<file path="src/csx_pkg.sv">
package csx_pkg;

    localparam logic [31:0] VEC_RESET_ADDR = 32'h0000_0004;
    localparam logic [31:0] PSR_RESET = 32'h0000_0000;
    localparam logic [31:0] IP_RESET = 32'h0000_0000;
    localparam logic [4:0] FLAGS_RESET = 5'h00;
    localparam logic [3:0] GE_RESET = 4'h0;
    localparam logic [8:0] EXCNUM_RESET = 9'h000;
    localparam logic [7:0] COND_RESET = 8'h00;
    localparam logic MASK_RESET = 1'b0;

    // field positions in the combined status word
    localparam int FLAG_N_POS = 31;
    localparam int FLAG_Z_POS = 30;
    localparam int FLAG_C_POS = 29;
    localparam int FLAG_V_POS = 28;
    localparam int FLAG_Q_POS = 27;
    localparam int FLAGS_LSB = 27;
    localparam int COND_LO_MSB = 26;
    localparam int COND_LO_LSB = 25;
    localparam int TBIT_POS = 24;
    localparam int GE_MSB = 19;
    localparam int GE_LSB = 16;
    localparam int COND_HI_MSB = 15;
    localparam int COND_HI_LSB = 10;
    localparam int RESUME_MSB = 15;
    localparam int RESUME_LSB = 12;
    localparam int EXCNUM_MSB = 8;
    localparam int MASK_BIT_POS = 0;

    // active exception id encoding
    localparam logic [8:0] EXC_THREAD = 9'h000;
    localparam logic [8:0] EXC_NMI = 9'h002;
    localparam logic [8:0] EXC_HARD_FAULT = 9'h003;
    localparam logic [8:0] EXC_MEM_FAULT = 9'h004;
    localparam logic [8:0] EXC_BUS_FAULT = 9'h005;
    localparam logic [8:0] EXC_USAGE_FAULT = 9'h006;
    localparam logic [8:0] EXC_SVCALL = 9'h00B;
    localparam logic [8:0] EXC_PENDSV = 9'h00E;
    localparam logic [8:0] EXC_TICK = 9'h00F;
    localparam logic [8:0] EXC_IRQ_FIRST = 9'h010;
    localparam logic [8:0] EXC_IRQ_LAST = 9'h038;

    typedef enum logic [3:0] {
        SEL_STATUS,
        SEL_FLAG,
        SEL_NUMBER,
        SEL_EXEC,
        SEL_NUMBER_EXEC,
        SEL_NUMBER_FLAG,
        SEL_FLAG_EXEC,
        SEL_CFG_MASK,
        SEL_NMI_MASK
    } csx_sel_e;

    typedef enum logic {
        FSM_FETCH_VECTOR,
        FSM_RUN
    } csx_fsm_e;

    // flag results of the execute stage, {n,z,c,v} in nzcv
    typedef struct packed {
        logic flag_valid;
        logic [3:0] nzcv;
        logic ge_valid;
        logic [3:0] ge;
        logic saturated;
    } csx_alu_s;

    typedef struct packed {
        csx_fsm_e fsm;
        logic [31:0] ip;
        logic [4:0] flags;
        logic [3:0] ge;
        logic [8:0] excnum;
        logic [7:0] cond;
        logic tbit;
        logic resume_mode;
        logic cfg_mask;
        logic nmi_mask;
        logic [31:0] rdata;
    } csx_state_s;

endpackage : csx_pkg

</file>
<file path="src/csx_core_status.sv">
`timescale 1ns/10ps
// Summary of operation
// - after reset fetch vector word at address four, load instruction pointer from it
// - vector bit zero goes to instruction-set state bit; software keeps it one
// - status word holds flag, number and exec views, separately or combined
// - writes through a view containing exception number leave those bits unchanged
// - exec-state bits read zero through every view and ignore writes
// - flags negative, zero, carry, overflow, saturation sit in bits 31 to 27
// - negative flag set for negative or less-than results, else cleared
// - zero flag set when result is zero, else cleared
// - carry set on add carry or subtract without borrow, else cleared
// - overflow flag set when operation overflows, else cleared
// - saturation flag sticky: set by saturate instructions, cleared only by software or return restore
// - four greater-equal flags live in bits 19 to 16
// - exception number field encodes thread, system exceptions and interrupt lines
// - interrupted multi-register transfer saves next operand index in bits 15:12
// - during resume-operand state bits 26:25 and 11:10 stay zero
// - conditional block covers up to four following conditional instructions
// - state bit cleared only by exchange branch, pop, return restore or vector
// - executing with state bit zero raises a fault
// - configurable mask set blocks all configurable-priority exceptions
// - fault mask set blocks every exception except non-maskable interrupt
// - masks change through status writes and mask-change instruction
// - fault mask cleared on return from any handler except non-maskable one
// - masks and exception number view are privileged; number view read-only
module csx_core_status (
    input wire logic CLK,
    input wire logic RST,
    output logic VEC_REQ,
    output logic [31:0] VEC_ADDR,
    input wire logic VEC_VALID,
    input wire logic [31:0] VEC_DATA,
    output logic [31:0] INSTR_PTR,
    output logic CORE_READY,
    input wire logic BRX_VALID,
    input wire logic [31:0] BRX_TARGET,
    input wire logic SR_VALID,
    input wire logic SR_WRITE,
    input wire csx_pkg::csx_sel_e SR_SEL,
    input wire logic SR_PRIV,
    input wire logic [31:0] SR_WDATA,
    output logic [31:0] SR_RDATA,
    input wire logic MC_VALID,
    input wire logic MC_NMI_MASK,
    input wire logic MC_DISABLE,
    input wire csx_pkg::csx_alu_s ALU,
    input wire logic COND_LOAD,
    input wire logic [7:0] COND_VALUE,
    input wire logic COND_ADVANCE,
    input wire logic XFER_SUSPEND,
    input wire logic [3:0] XFER_NEXT_IDX,
    input wire logic XFER_DONE,
    input wire logic EXC_ENTRY,
    input wire logic [8:0] EXC_NUM,
    input wire logic EXC_VEC_T,
    input wire logic EXC_RETURN,
    input wire logic [31:0] EXC_RET_PSR,
    output logic [31:0] STACKED_PSR,
    input wire logic [8:0] EXC_REQ_NUM,
    input wire logic EXC_REQ_CFG,
    output logic EXC_ALLOW,
    input wire logic EXEC_ATTEMPT,
    output logic T_FAULT,
    output logic COND_ACTIVE,
    output logic [3:0] COND_CODE,
    output logic RESUME_VALID,
    output logic [3:0] RESUME_IDX
);

    csx_pkg::csx_state_s st_r;
    csx_pkg::csx_state_s st_nxt;

    logic has_flag;
    logic has_number;
    logic running;

    function automatic logic [31:0] compose(input csx_pkg::csx_state_s s);
        logic [31:0] w;
        w = csx_pkg::PSR_RESET;
        w[csx_pkg::FLAG_N_POS:csx_pkg::FLAGS_LSB] = s.flags;
        w[csx_pkg::COND_LO_MSB:csx_pkg::COND_LO_LSB] = s.cond[1:0];
        w[csx_pkg::TBIT_POS] = s.tbit;
        w[csx_pkg::GE_MSB:csx_pkg::GE_LSB] = s.ge;
        w[csx_pkg::COND_HI_MSB:csx_pkg::COND_HI_LSB] = s.cond[7:2];
        w[csx_pkg::EXCNUM_MSB:0] = s.excnum;
        return w;
    endfunction : compose

    always_comb
    begin
        has_flag = (SR_SEL == csx_pkg::SEL_STATUS) || (SR_SEL == csx_pkg::SEL_FLAG) ||
            (SR_SEL == csx_pkg::SEL_NUMBER_FLAG) || (SR_SEL == csx_pkg::SEL_FLAG_EXEC);
        has_number = (SR_SEL == csx_pkg::SEL_STATUS) || (SR_SEL == csx_pkg::SEL_NUMBER) ||
            (SR_SEL == csx_pkg::SEL_NUMBER_EXEC) || (SR_SEL == csx_pkg::SEL_NUMBER_FLAG);
    end

    assign running = (st_r.fsm == csx_pkg::FSM_RUN);

    always_comb
    begin
        st_nxt = st_r;
        case (st_r.fsm)
            csx_pkg::FSM_FETCH_VECTOR:
            begin
                // nothing else is accepted until the vector word has arrived
                if (VEC_VALID)
                begin
                    st_nxt.ip = {VEC_DATA[31:1], 1'b0};
                    st_nxt.tbit = VEC_DATA[0];
                    st_nxt.fsm = csx_pkg::FSM_RUN;
                end
            end
            csx_pkg::FSM_RUN:
            begin
                if (EXC_RETURN)
                begin
                    // whole stacked word restored, number included
                    st_nxt.flags = EXC_RET_PSR[csx_pkg::FLAG_N_POS:csx_pkg::FLAGS_LSB];
                    st_nxt.ge = EXC_RET_PSR[csx_pkg::GE_MSB:csx_pkg::GE_LSB];
                    st_nxt.excnum = EXC_RET_PSR[csx_pkg::EXCNUM_MSB:0];
                    st_nxt.tbit = EXC_RET_PSR[csx_pkg::TBIT_POS];
                    st_nxt.cond = {EXC_RET_PSR[csx_pkg::COND_HI_MSB:csx_pkg::COND_HI_LSB],
                        EXC_RET_PSR[csx_pkg::COND_LO_MSB:csx_pkg::COND_LO_LSB]};
                    st_nxt.resume_mode = (EXC_RET_PSR[csx_pkg::COND_LO_MSB:csx_pkg::COND_LO_LSB]
                        == 2'b00) && (EXC_RET_PSR[11:10] == 2'b00) &&
                        (EXC_RET_PSR[csx_pkg::RESUME_MSB:csx_pkg::RESUME_LSB] != 4'h0);
                    if (st_r.excnum != csx_pkg::EXC_NMI)
                    begin
                        st_nxt.nmi_mask = 1'b0;
                    end
                end
                else if (EXC_ENTRY)
                begin
                    st_nxt.excnum = EXC_NUM;
                    st_nxt.tbit = EXC_VEC_T;
                    // a suspended transfer keeps its index across entry
                    if (!st_r.resume_mode)
                    begin
                        st_nxt.cond = csx_pkg::COND_RESET;
                    end
                end
                if (SR_VALID && SR_WRITE)
                begin
                    if (has_flag)
                    begin
                        st_nxt.flags = SR_WDATA[csx_pkg::FLAG_N_POS:csx_pkg::FLAGS_LSB];
                        st_nxt.ge = SR_WDATA[csx_pkg::GE_MSB:csx_pkg::GE_LSB];
                    end
                    // number and exec bits of the write are dropped
                    if (SR_PRIV && (SR_SEL == csx_pkg::SEL_CFG_MASK))
                    begin
                        st_nxt.cfg_mask = SR_WDATA[csx_pkg::MASK_BIT_POS];
                    end
                    if (SR_PRIV && (SR_SEL == csx_pkg::SEL_NMI_MASK))
                    begin
                        st_nxt.nmi_mask = SR_WDATA[csx_pkg::MASK_BIT_POS];
                    end
                end
                if (MC_VALID && SR_PRIV)
                begin
                    if (MC_NMI_MASK)
                    begin
                        st_nxt.nmi_mask = MC_DISABLE;
                    end
                    else
                    begin
                        st_nxt.cfg_mask = MC_DISABLE;
                    end
                end
                if (ALU.flag_valid)
                begin
                    st_nxt.flags[4] = ALU.nzcv[3];
                    st_nxt.flags[3] = ALU.nzcv[2];
                    st_nxt.flags[2] = ALU.nzcv[1];
                    st_nxt.flags[1] = ALU.nzcv[0];
                end
                if (ALU.ge_valid)
                begin
                    st_nxt.ge = ALU.ge;
                end
                // saturation set beats a software clear in the same cycle
                if (ALU.saturated)
                begin
                    st_nxt.flags[0] = 1'b1;
                end
                if (COND_LOAD)
                begin
                    st_nxt.cond = COND_VALUE;
                    st_nxt.resume_mode = 1'b0;
                end
                else if (COND_ADVANCE && !st_r.resume_mode)
                begin
                    // mask shifts left once per instruction, at most four
                    if (st_r.cond[2:0] == 3'b000)
                    begin
                        st_nxt.cond = csx_pkg::COND_RESET;
                    end
                    else
                    begin
                        st_nxt.cond[4:0] = {st_r.cond[3:0], 1'b0};
                    end
                end
                if (XFER_SUSPEND)
                begin
                    st_nxt.cond = {XFER_NEXT_IDX, 4'h0};
                    st_nxt.resume_mode = 1'b1;
                end
                else if (XFER_DONE && st_r.resume_mode)
                begin
                    st_nxt.cond = csx_pkg::COND_RESET;
                    st_nxt.resume_mode = 1'b0;
                end
                if (BRX_VALID)
                begin
                    st_nxt.ip = {BRX_TARGET[31:1], 1'b0};
                    st_nxt.tbit = BRX_TARGET[0];
                end
            end
            default:
            begin
                st_nxt.fsm = csx_pkg::FSM_FETCH_VECTOR;
            end
        endcase
        // read data registered, answers one cycle after the request
        st_nxt.rdata = 32'h0000_0000;
        if (running && SR_VALID && !SR_WRITE)
        begin
            if (has_flag)
            begin
                st_nxt.rdata[csx_pkg::FLAG_N_POS:csx_pkg::FLAGS_LSB] = st_r.flags;
                st_nxt.rdata[csx_pkg::GE_MSB:csx_pkg::GE_LSB] = st_r.ge;
            end
            if (has_number && SR_PRIV)
            begin
                st_nxt.rdata[csx_pkg::EXCNUM_MSB:0] = st_r.excnum;
            end
            if (SR_PRIV && (SR_SEL == csx_pkg::SEL_CFG_MASK))
            begin
                st_nxt.rdata[csx_pkg::MASK_BIT_POS] = st_r.cfg_mask;
            end
            if (SR_PRIV && (SR_SEL == csx_pkg::SEL_NMI_MASK))
            begin
                st_nxt.rdata[csx_pkg::MASK_BIT_POS] = st_r.nmi_mask;
            end
        end
    end

    always_ff @(posedge CLK)
    begin
        if (RST)
        begin
            st_r.fsm <= csx_pkg::FSM_FETCH_VECTOR;
            st_r.ip <= csx_pkg::IP_RESET;
            st_r.flags <= csx_pkg::FLAGS_RESET;
            st_r.ge <= csx_pkg::GE_RESET;
            st_r.excnum <= csx_pkg::EXCNUM_RESET;
            st_r.cond <= csx_pkg::COND_RESET;
            st_r.tbit <= 1'b0;
            st_r.resume_mode <= 1'b0;
            st_r.cfg_mask <= csx_pkg::MASK_RESET;
            st_r.nmi_mask <= csx_pkg::MASK_RESET;
            st_r.rdata <= csx_pkg::PSR_RESET;
        end
        else
        begin
            st_r <= st_nxt;
        end
    end

    assign VEC_REQ = !running;
    assign VEC_ADDR = csx_pkg::VEC_RESET_ADDR;
    assign INSTR_PTR = st_r.ip;
    assign CORE_READY = running;
    assign SR_RDATA = st_r.rdata;
    assign STACKED_PSR = compose(st_r);
    // nmi is held off only until the core runs; fixed-priority faults only by the fault mask
    assign EXC_ALLOW = running && !(st_r.nmi_mask && (EXC_REQ_NUM != csx_pkg::EXC_NMI)) &&
        !(st_r.cfg_mask && EXC_REQ_CFG);
    assign T_FAULT = running && EXEC_ATTEMPT && !st_r.tbit;
    assign COND_ACTIVE = !st_r.resume_mode && (st_r.cond[3:0] != 4'h0);
    assign COND_CODE = st_r.cond[7:4];
    assign RESUME_VALID = st_r.resume_mode;
    assign RESUME_IDX = st_r.cond[7:4];
endmodule : csx_core_status

</file>
<file path="config.mk">
export PLATFORM = sky130hd
export DESIGN_NAME = csx_core_status
export DESIGN_NICKNAME = d
export VERILOG_FILES = /design/src/csx_pkg.sv /design/src/csx_core_status.sv
export SDC_FILE = /design/constraint.sdc
export NUM_CORES = 1
export LEC_CHECK = 0
export BUFFER_PORTS_ARGS = -buffer_cell sky130_fd_sc_hd__buf_4
export CAP_MARGIN = 5
export CORE_AREA = 2 2 130 132
export DETAILED_ROUTE_END_ITERATION = 12
export DIE_AREA = 0 0 132 134
export GPL_TIMING_DRIVEN = 0
export PLACE_DENSITY = 0.7
export SLEW_MARGIN = 20
export SYNTH_ARGS = -nofsm -noshare
export SYNTH_HDL_FRONTEND = slang
export SYNTH_SLANG_ARGS = --single-unit
</file>
<file path="constraint.sdc">
create_clock -name CLK -period 3 [get_ports CLK]
set_input_delay 0.3 -clock CLK [delete_from_list [all_inputs] [get_ports CLK]]
set_output_delay 0.3 -clock CLK [all_outputs]
set_load 0.02 [all_outputs]
</file>
==> summary.txt, run 1 <==
Power
  • Comb pwr share: 0.273
  • Pwr Density: 441.7 mW/mm2
  • Worst IR drop on VDD: 288.7 uV
  • Internal power: 2.359 mW
  • Tot Pwr: 3.301 mW
  • Clock Power Share: 0.371
  • NetSw: 0.9420 mW
  • Seq pwr share: 0.356
  • Leak: 3.686 nW
  • Sw frac: 0.2854

Routing
  • Via density: 4.415
  • Final ANT Viol Nets: 0
  • Per-cell routed wire length: 14.39 um
  • DRT Pass-1 Iters: 4
  • Met2 WL: 8141 um
  • Post-route met1 wirelength: 6582 um
  • 1st-iter DRT viols: 275
  • Final wirelength: 16,310 um
  • Vias post-DR: 5,002
  • Metal3 WL: 1247 um
  • Top layer in use: met4
  • Remaining DRCs: 0

Floorplanning
  • Total Die Area: 0.01769 mm2
  • Die H: 134 um
  • I/O Pins: 334
  • Die X: 132 um
  • Cell Rows: 47
  • Core box area: 0.01629 mm2
  • Initial Utilization: 0.2943

STA
  • Final hold violations: 0
  • Slew headroom: 0.4432
  • Max Clock Freq: 471.3 MHz
  • Worst slew pin tran: 0.8352 ns
  • Max Slew Vio Count: 0
  • Final Cycle Share: 0.7072
  • Setup violators final: 0
  • RSZ-0062 raised after global routing: no
  • Post-layout min period: 2.122 ns
  • Final clock skew: 0.005207 ns
  • Setup TNS: 0 ns
  • Hold Slack: 0.1972 ns

Logic synthesis
  • Post-Syn Area: 0.004795 mm2
  • Most used DFF post-synth: dfxtp_1
  • Synth area leaders: dfxtp_1 (33%), buf_4 (22%), nand2_1 (6.6%)
  • Synth Warn #: 0
  • Synthesis-stage register bit count: 80
  • Post-synth EDFFs: 0
  • Synth top area share: 0.3340
  • Area leader, netlist: dfxtp_1
  • Synth cell types: 47
  • Mapped Cells: 597
  • Average size of a mapped cell: 8.031 um2
  • Async set or reset register ratio after synthesis: 0
  • Sequential fraction of the synthesis area: 0.3340

Global route
  • Initial antenna violation count: 0
  • Gr ovfl total: 0
  • Global Route Usage Sum: 0.1780
  • Global-route wire length before repair: 24,960 um
  • Largest net degree at the start of global routing: 14
  • Vias in the first global route: 4,789

Clocking
  • Clock Sinks: 80
  • Setup bufs post-CTS: 0
  • CTS root buf: clkbuf_16
  • Hold_buf cts: 0
  • CTS tree: yes
  • Clk buf depth: 2
  • H-tree Lvls: 3
  • CTS buffer count: 9
  • CTS clock-pin slew for the worst setup and hold paths: 0.06 ns
  • Clock latency on the worst-skew pair: 0.34 ns
  • Post-cts sizing count: 0

Layout
  • Layout Cells excl Fill: 1,133
  • Share of cells above drive strength 1: 0.4721
  • Nets: 1,100
  • Final Util: 0.4587
  • Reg area: 0.001602 mm2
  • Area growth from synthesis to final layout: 55.85%
  • Multi-input logic area: 0.002187 mm2
  • ANT cells: 0
  • Filler instances: 1,641

Setup path
  • Slowest CP cell: nor2_1
  • Worst Path Max Fanout: 10
  • Delay-heaviest family, CP: simple AND/OR/NAND/NOR gates
  • Critical path buffer and inverter count: 3
  • Most used cell along the critical path: buf_2
  • Critical path class: reg2reg
  • Startpoint types: flip-flop
  • Max incr delay on CP: 0.52 ns
  • Worst path required time: 3.20 ns
  • Crit end category: flip-flop
  • CP Cell Sequence: buf_2, clkinv_1, nor2_1, nor2_2, buf_2, nand2_1, a21oi_1
  • Data arrival time of the worst path: 2.32 ns

Hold path
  • Worst hold path class: in2reg

Place
  • I/O Buffers: 250
  • Inst Count DP: 1,117
  • HPWL after DPL: 13,210 um
  • Placer's final routability congestion estimate: 0.8500

Status
  • Status: finished clean

Run
  • Max Cap Violations: 0
==> kinds of logic after synthesis <==
logic type	after synthesis	synth area share
buffers and inverters	176	0.2500
AND/OR/NAND/NOR	196	0.1921
multiplexers	13	0.02714
XOR/XNOR	1	0.001827
flip-flops	80	0.3340
other	2	0.001566
AO/OA/AOI/OAI	129	0.1934
==> worst reg2reg max path, delay by kind of cell (launching register included) <==
family / cells / cell delay [ns]
buffers and inverters: 3 / 0.80
AOI/OAI and AO/OA: 1 / 0.06
DFF: 1 / 0.32
and+or+nand+nor: 3 / 0.81
==> per-stage QoR <==
| step | worst slack (ns) | instance area, um2 |
|---|---|---|
| 4_1_cts | 0.8360 | 7467 |
| 6_report | 0.8783 | 7472 |
| 3_3_place_gp | 0.8188 | 7134 |
| 3_5_place_dp | 0.8430 | 7134 |
| 2_1_floorplan | 1.155 | 4982 |
| 5_1_grt | 0.6520 | 7472 |
==> state kept, by name, indices dropped and copies added, names as in the netlist <==
register      flops
INSTR_PTR        31
STACKED_PSR      23
SR_RDATA         18
COND_CODE         4
st_r              2
CORE_READY        1
RESUME_VALID      1
==> synth_stat cells, types with 4 or more instances <==
| cell type | count |
|---|---|
| a221oi_1 | 4 |
| nor4_1 | 4 |
| o21ai_0 | 18 |
| clkbuf_1 | 15 |
| a311oi_1 | 14 |
| a211o_1 | 8 |
| a311oi_2 | 8 |
| dfxtp_1 | 80 |
| a22oi_1 | 18 |
| buf_2 | 10 |
| inv_1 | 7 |
| mux2i_1 | 13 |
| o2111ai_1 | 4 |
| and2_1 | 21 |
| buf_4 | 138 |
| nand2_1 | 84 |
| nand3_1 | 14 |
| o22ai_1 | 9 |
| nor3_1 | 14 |
| a21oi_1 | 37 |
| nor2_1 | 38 |
==> power by group through the flow <==
stage / Clock (mW) / Combinational [mW] / Sequential [mW]
finish: 1.23 / 0.901 / 1.17
global route: 1.30 / 0.973 / 1.18
global placement: 0 / 0.893 / 1.20
CTS: 1.26 / 0.904 / 1.18
floorplan: 0 / 0.533 / 1.19
detailed placement: 0 / 0.902 / 1.20
==> routing by layer <==
metal	vias up	GRT usage
met5	-	0
met2	215	0.3229
met1	2253	0.2029
met3	23	0.04422
met4	0	0.06341
li1	2511	-
==> path summary, 6_finish.rpt <==
kind | from | to | slack, ns | cells after the start
max reg2reg | CORE_READY | INSTR_PTR[9] | 0.88 | 7
min reg2reg | INSTR_PTR[25] | INSTR_PTR[25] | 0.45 | 2
max | CORE_READY | INSTR_PTR[9] | 0.88 | 7
min | VEC_VALID | CORE_READY | 0.20 | 3
==> layout by cell type (no fill, tap or decap), types with 9 or more instances in the layout <==
| master | count |
|---|---|
| buf_4 | 388 |
| dfxtp_1 | 80 |
| clkbuf_1 | 16 |
| conb_1 | 52 |
| and2_1 | 21 |
| a311oi_1 | 14 |
| buf_2 | 10 |
| mux2i_1 | 13 |
| nand3_1 | 14 |
| nand2_1 | 84 |
| nor3_1 | 13 |
| nor2_1 | 38 |
| a21oi_1 | 37 |
| o21ai_0 | 18 |
| clkbuf_16 | 9 |
| o22ai_1 | 9 |
| a22oi_1 | 18 |
==> layout make-up <==
cell class                      instances  area share
Clock inverter                          4     0.01021
Sequential cell                        80      0.2143
Inverter                                9    0.004521
Timing Repair Buffer                  250      0.2512
Tap cell                              220     0.03684
Buffer                                167      0.1559
Multi-Input combinational cell        391      0.2927
Clock buffer                           12     0.03433
Note: power is estimated with default switching activity, not from simulation.
==> run 2: changes to the inputs <==
clock period = 2.2 ns   (was 3 ns; I/O delays follow)
==> summary.txt, run 2 (synthesis results as in run 1) <==
Place
  • HPWL after DPL: 13,210 um
  • I/O Buffers: 250
  • Post-DP Area: 0.007134 mm2
  • Placer's final routability congestion estimate: 0.8500

Layout
  • Max reg flops: 31
  • Commonest non-fill, non-tap cells in the layout: buf_4 (388), nand2_1 (83), dfxtp_1 (80)
  • Final Cell Area: 0.007482 mm2
  • Area growth from synthesis to final layout: 56.05%
  • Final Util: 0.4593
  • ANT cells: 0
  • Nets: 1,100
  • Share of cells above drive strength 1: 0.4765
  • Commonest non-fill, non-tap cell in the layout: buf_4

STA
  • Setup TNS: 0 ns
  • Post-layout min period: 1.900 ns
  • Max Clock Freq: 526.4 MHz
  • Final hold violations: 0
  • Final clock skew: 0.005207 ns
  • Max Slew Vio Count: 0
  • RSZ-0062 raised after global routing: no
  • Setup violators final: 0
  • Slew headroom: 0.4434
  • Final Cycle Share: 0.8635
  • Worst slew pin tran: 0.8349 ns

Setup path
  • Startpoint types: flip-flop
  • Crit end category: flip-flop
  • Delay-heaviest family, CP: buffers and inverters
  • CP Cell Sequence: buf_2, buf_1, clkbuf_1, nor2_1, nor3_1
  • Critical Path Source: CORE_READY
  • Critical path class: reg2reg
  • CP Depth: 5
  • Worst Path Max Fanout: 10
  • Max incr delay on CP: 0.57 ns
  • Worst r2r src: CORE_READY
  • Slowest CP cell: buf_1
  • Critical path buffer and inverter count: 3
  • Worst R2R Path Depth: 5
  • Data arrival time of the worst path: 2.16 ns
  • Worst path required time: 2.46 ns

Routing
  • Final ANT Viol Nets: 0
  • 1st-iter DRT viols: 264
  • Final wirelength: 16,300 um
  • Vias post-DR: 4,991
  • Remaining DRCs: 0
  • Per-cell routed wire length: 14.38 um
  • Via density: 4.405
  • DRT Pass-1 Iters: 5

Clocking
  • Clock latency on the worst-skew pair: 0.34 ns
  • CTS buffer count: 9
  • CTS clock-pin slew for the worst setup and hold paths: 0.06 ns
  • H-tree Lvls: 3
  • CTS root buf: clkbuf_16
  • Post-cts sizing count: 0
  • Clock Sinks: 80
  • Hold_buf cts: 0
  • Setup bufs post-CTS: 0
  • Clk buf depth: 2
  • CTS tree: yes

Floorplanning
  • Core box area: 0.01629 mm2
  • Die H: 134 um
  • Total Die Area: 0.01769 mm2
  • Die X: 132 um
  • Initial Utilization: 0.2943
  • Cell Rows: 47
  • I/O Pins: 334

Power
  • NetSw: 1.287 mW
  • Seq pwr share: 0.356
  • Clock Power Share: 0.371
  • Leak: 3.688 nW
  • Sw frac: 0.2858
  • Pwr Density: 602.1 mW/mm2
  • Worst IR drop on VDD: 394.1 uV
  • Comb pwr share: 0.273
  • Internal power: 3.218 mW

Status
  • Status: finished clean

Hold path
  • Worst hold path class: in2reg
  • Hold Path Stages: 3
  • Hold wc startpoint: VEC_VALID

Global route
  • Global Route Usage Sum: 0.1780
  • Global-route wire length before repair: 24,960 um
  • Initial antenna violation count: 0
  • Largest net degree at the start of global routing: 14
  • Vias in the first global route: 4,789
  • Gr ovfl total: 0

Run
  • Max Cap Violations: 0
[run 2: cell count changes in the layout (fill, tap and decap cells not counted)]
cell	previous run	this run
clkbuf_1	16	15
clkbuf_2	0	1
clkinv_1	1	0
clkinvlp_4	1	2
nand2_1	84	83
nand2_2	0	1
nor2_1	38	37
nor2_2	1	2
[run 2: per-layer routing]
metal  part of all wire  global-route usage  vias to the layer above
met5                  0                   0                        -
met4              0.022             0.06341                        0
met3              0.074             0.04422                       25
met2               0.50              0.3229                      211
met1               0.41              0.2029                     2243
li1                   -                   -                     2512
[run 2: worst paths after layout]
path,slack [ns],endpoint
setup reg to reg,0.30,COND_CODE[1]
setup / recovery,0.30,COND_CODE[1]
hold / removal,0.13,CORE_READY
hold reg to reg,0.45,INSTR_PTR[25]
[run 2: layout make-up]
class / instances / area [um2]
clock inverter: 4 / 76.32
inverter: 9 / 37.54
timing repair buffer: 250 / 1877
multi-input combinational: 391 / 2192
tap: 220 / 275.3
buffer: 167 / 1166
sequential: 80 / 1602
fill: 1641 / 8807
clock buffer: 12 / 256.5
[run 2: power by group through the flow]
stage | Clock (mW) | Sequential (mW) | Combinational, mW
3_3_place_gp | 0 | 1.63 | 1.22
4_1_cts | 1.72 | 1.60 | 1.23
2_1_floorplan | 0 | 1.62 | 0.727
6_report | 1.67 | 1.60 | 1.23
3_5_place_dp | 0 | 1.63 | 1.23
5_1_grt | 1.77 | 1.61 | 1.33
[run 2: worst reg2reg max path, stage by stage (launching register included)]
cell and delay (ns):
dfxtp_1 0.32, buf_2 0.26, buf_1 0.58, clkbuf_1 0.45, nor2_1 0.08, nor3_1 0.14
[run 2: per-stage QoR]
| stage | total power [mW] | cells | hold slack [ns] | setup WS [ns] |
|---|---|---|---|---|
| final | 4.505 | 1133 | 0.1256 | 0.3003 |
| after global routing | 4.716 | 1133 | 0.1428 | 0.01937 |
| after CTS | 4.552 | 1133 | 0.09697 | 0.03598 |
| after detailed placement | 2.864 | 1117 | 0.4469 | 0.04305 |
| after global placement | 2.850 | 1117 | 0.4419 | 0.01880 |
| after floorplan | 2.344 | 647 | 0.3451 | 0.4244 |
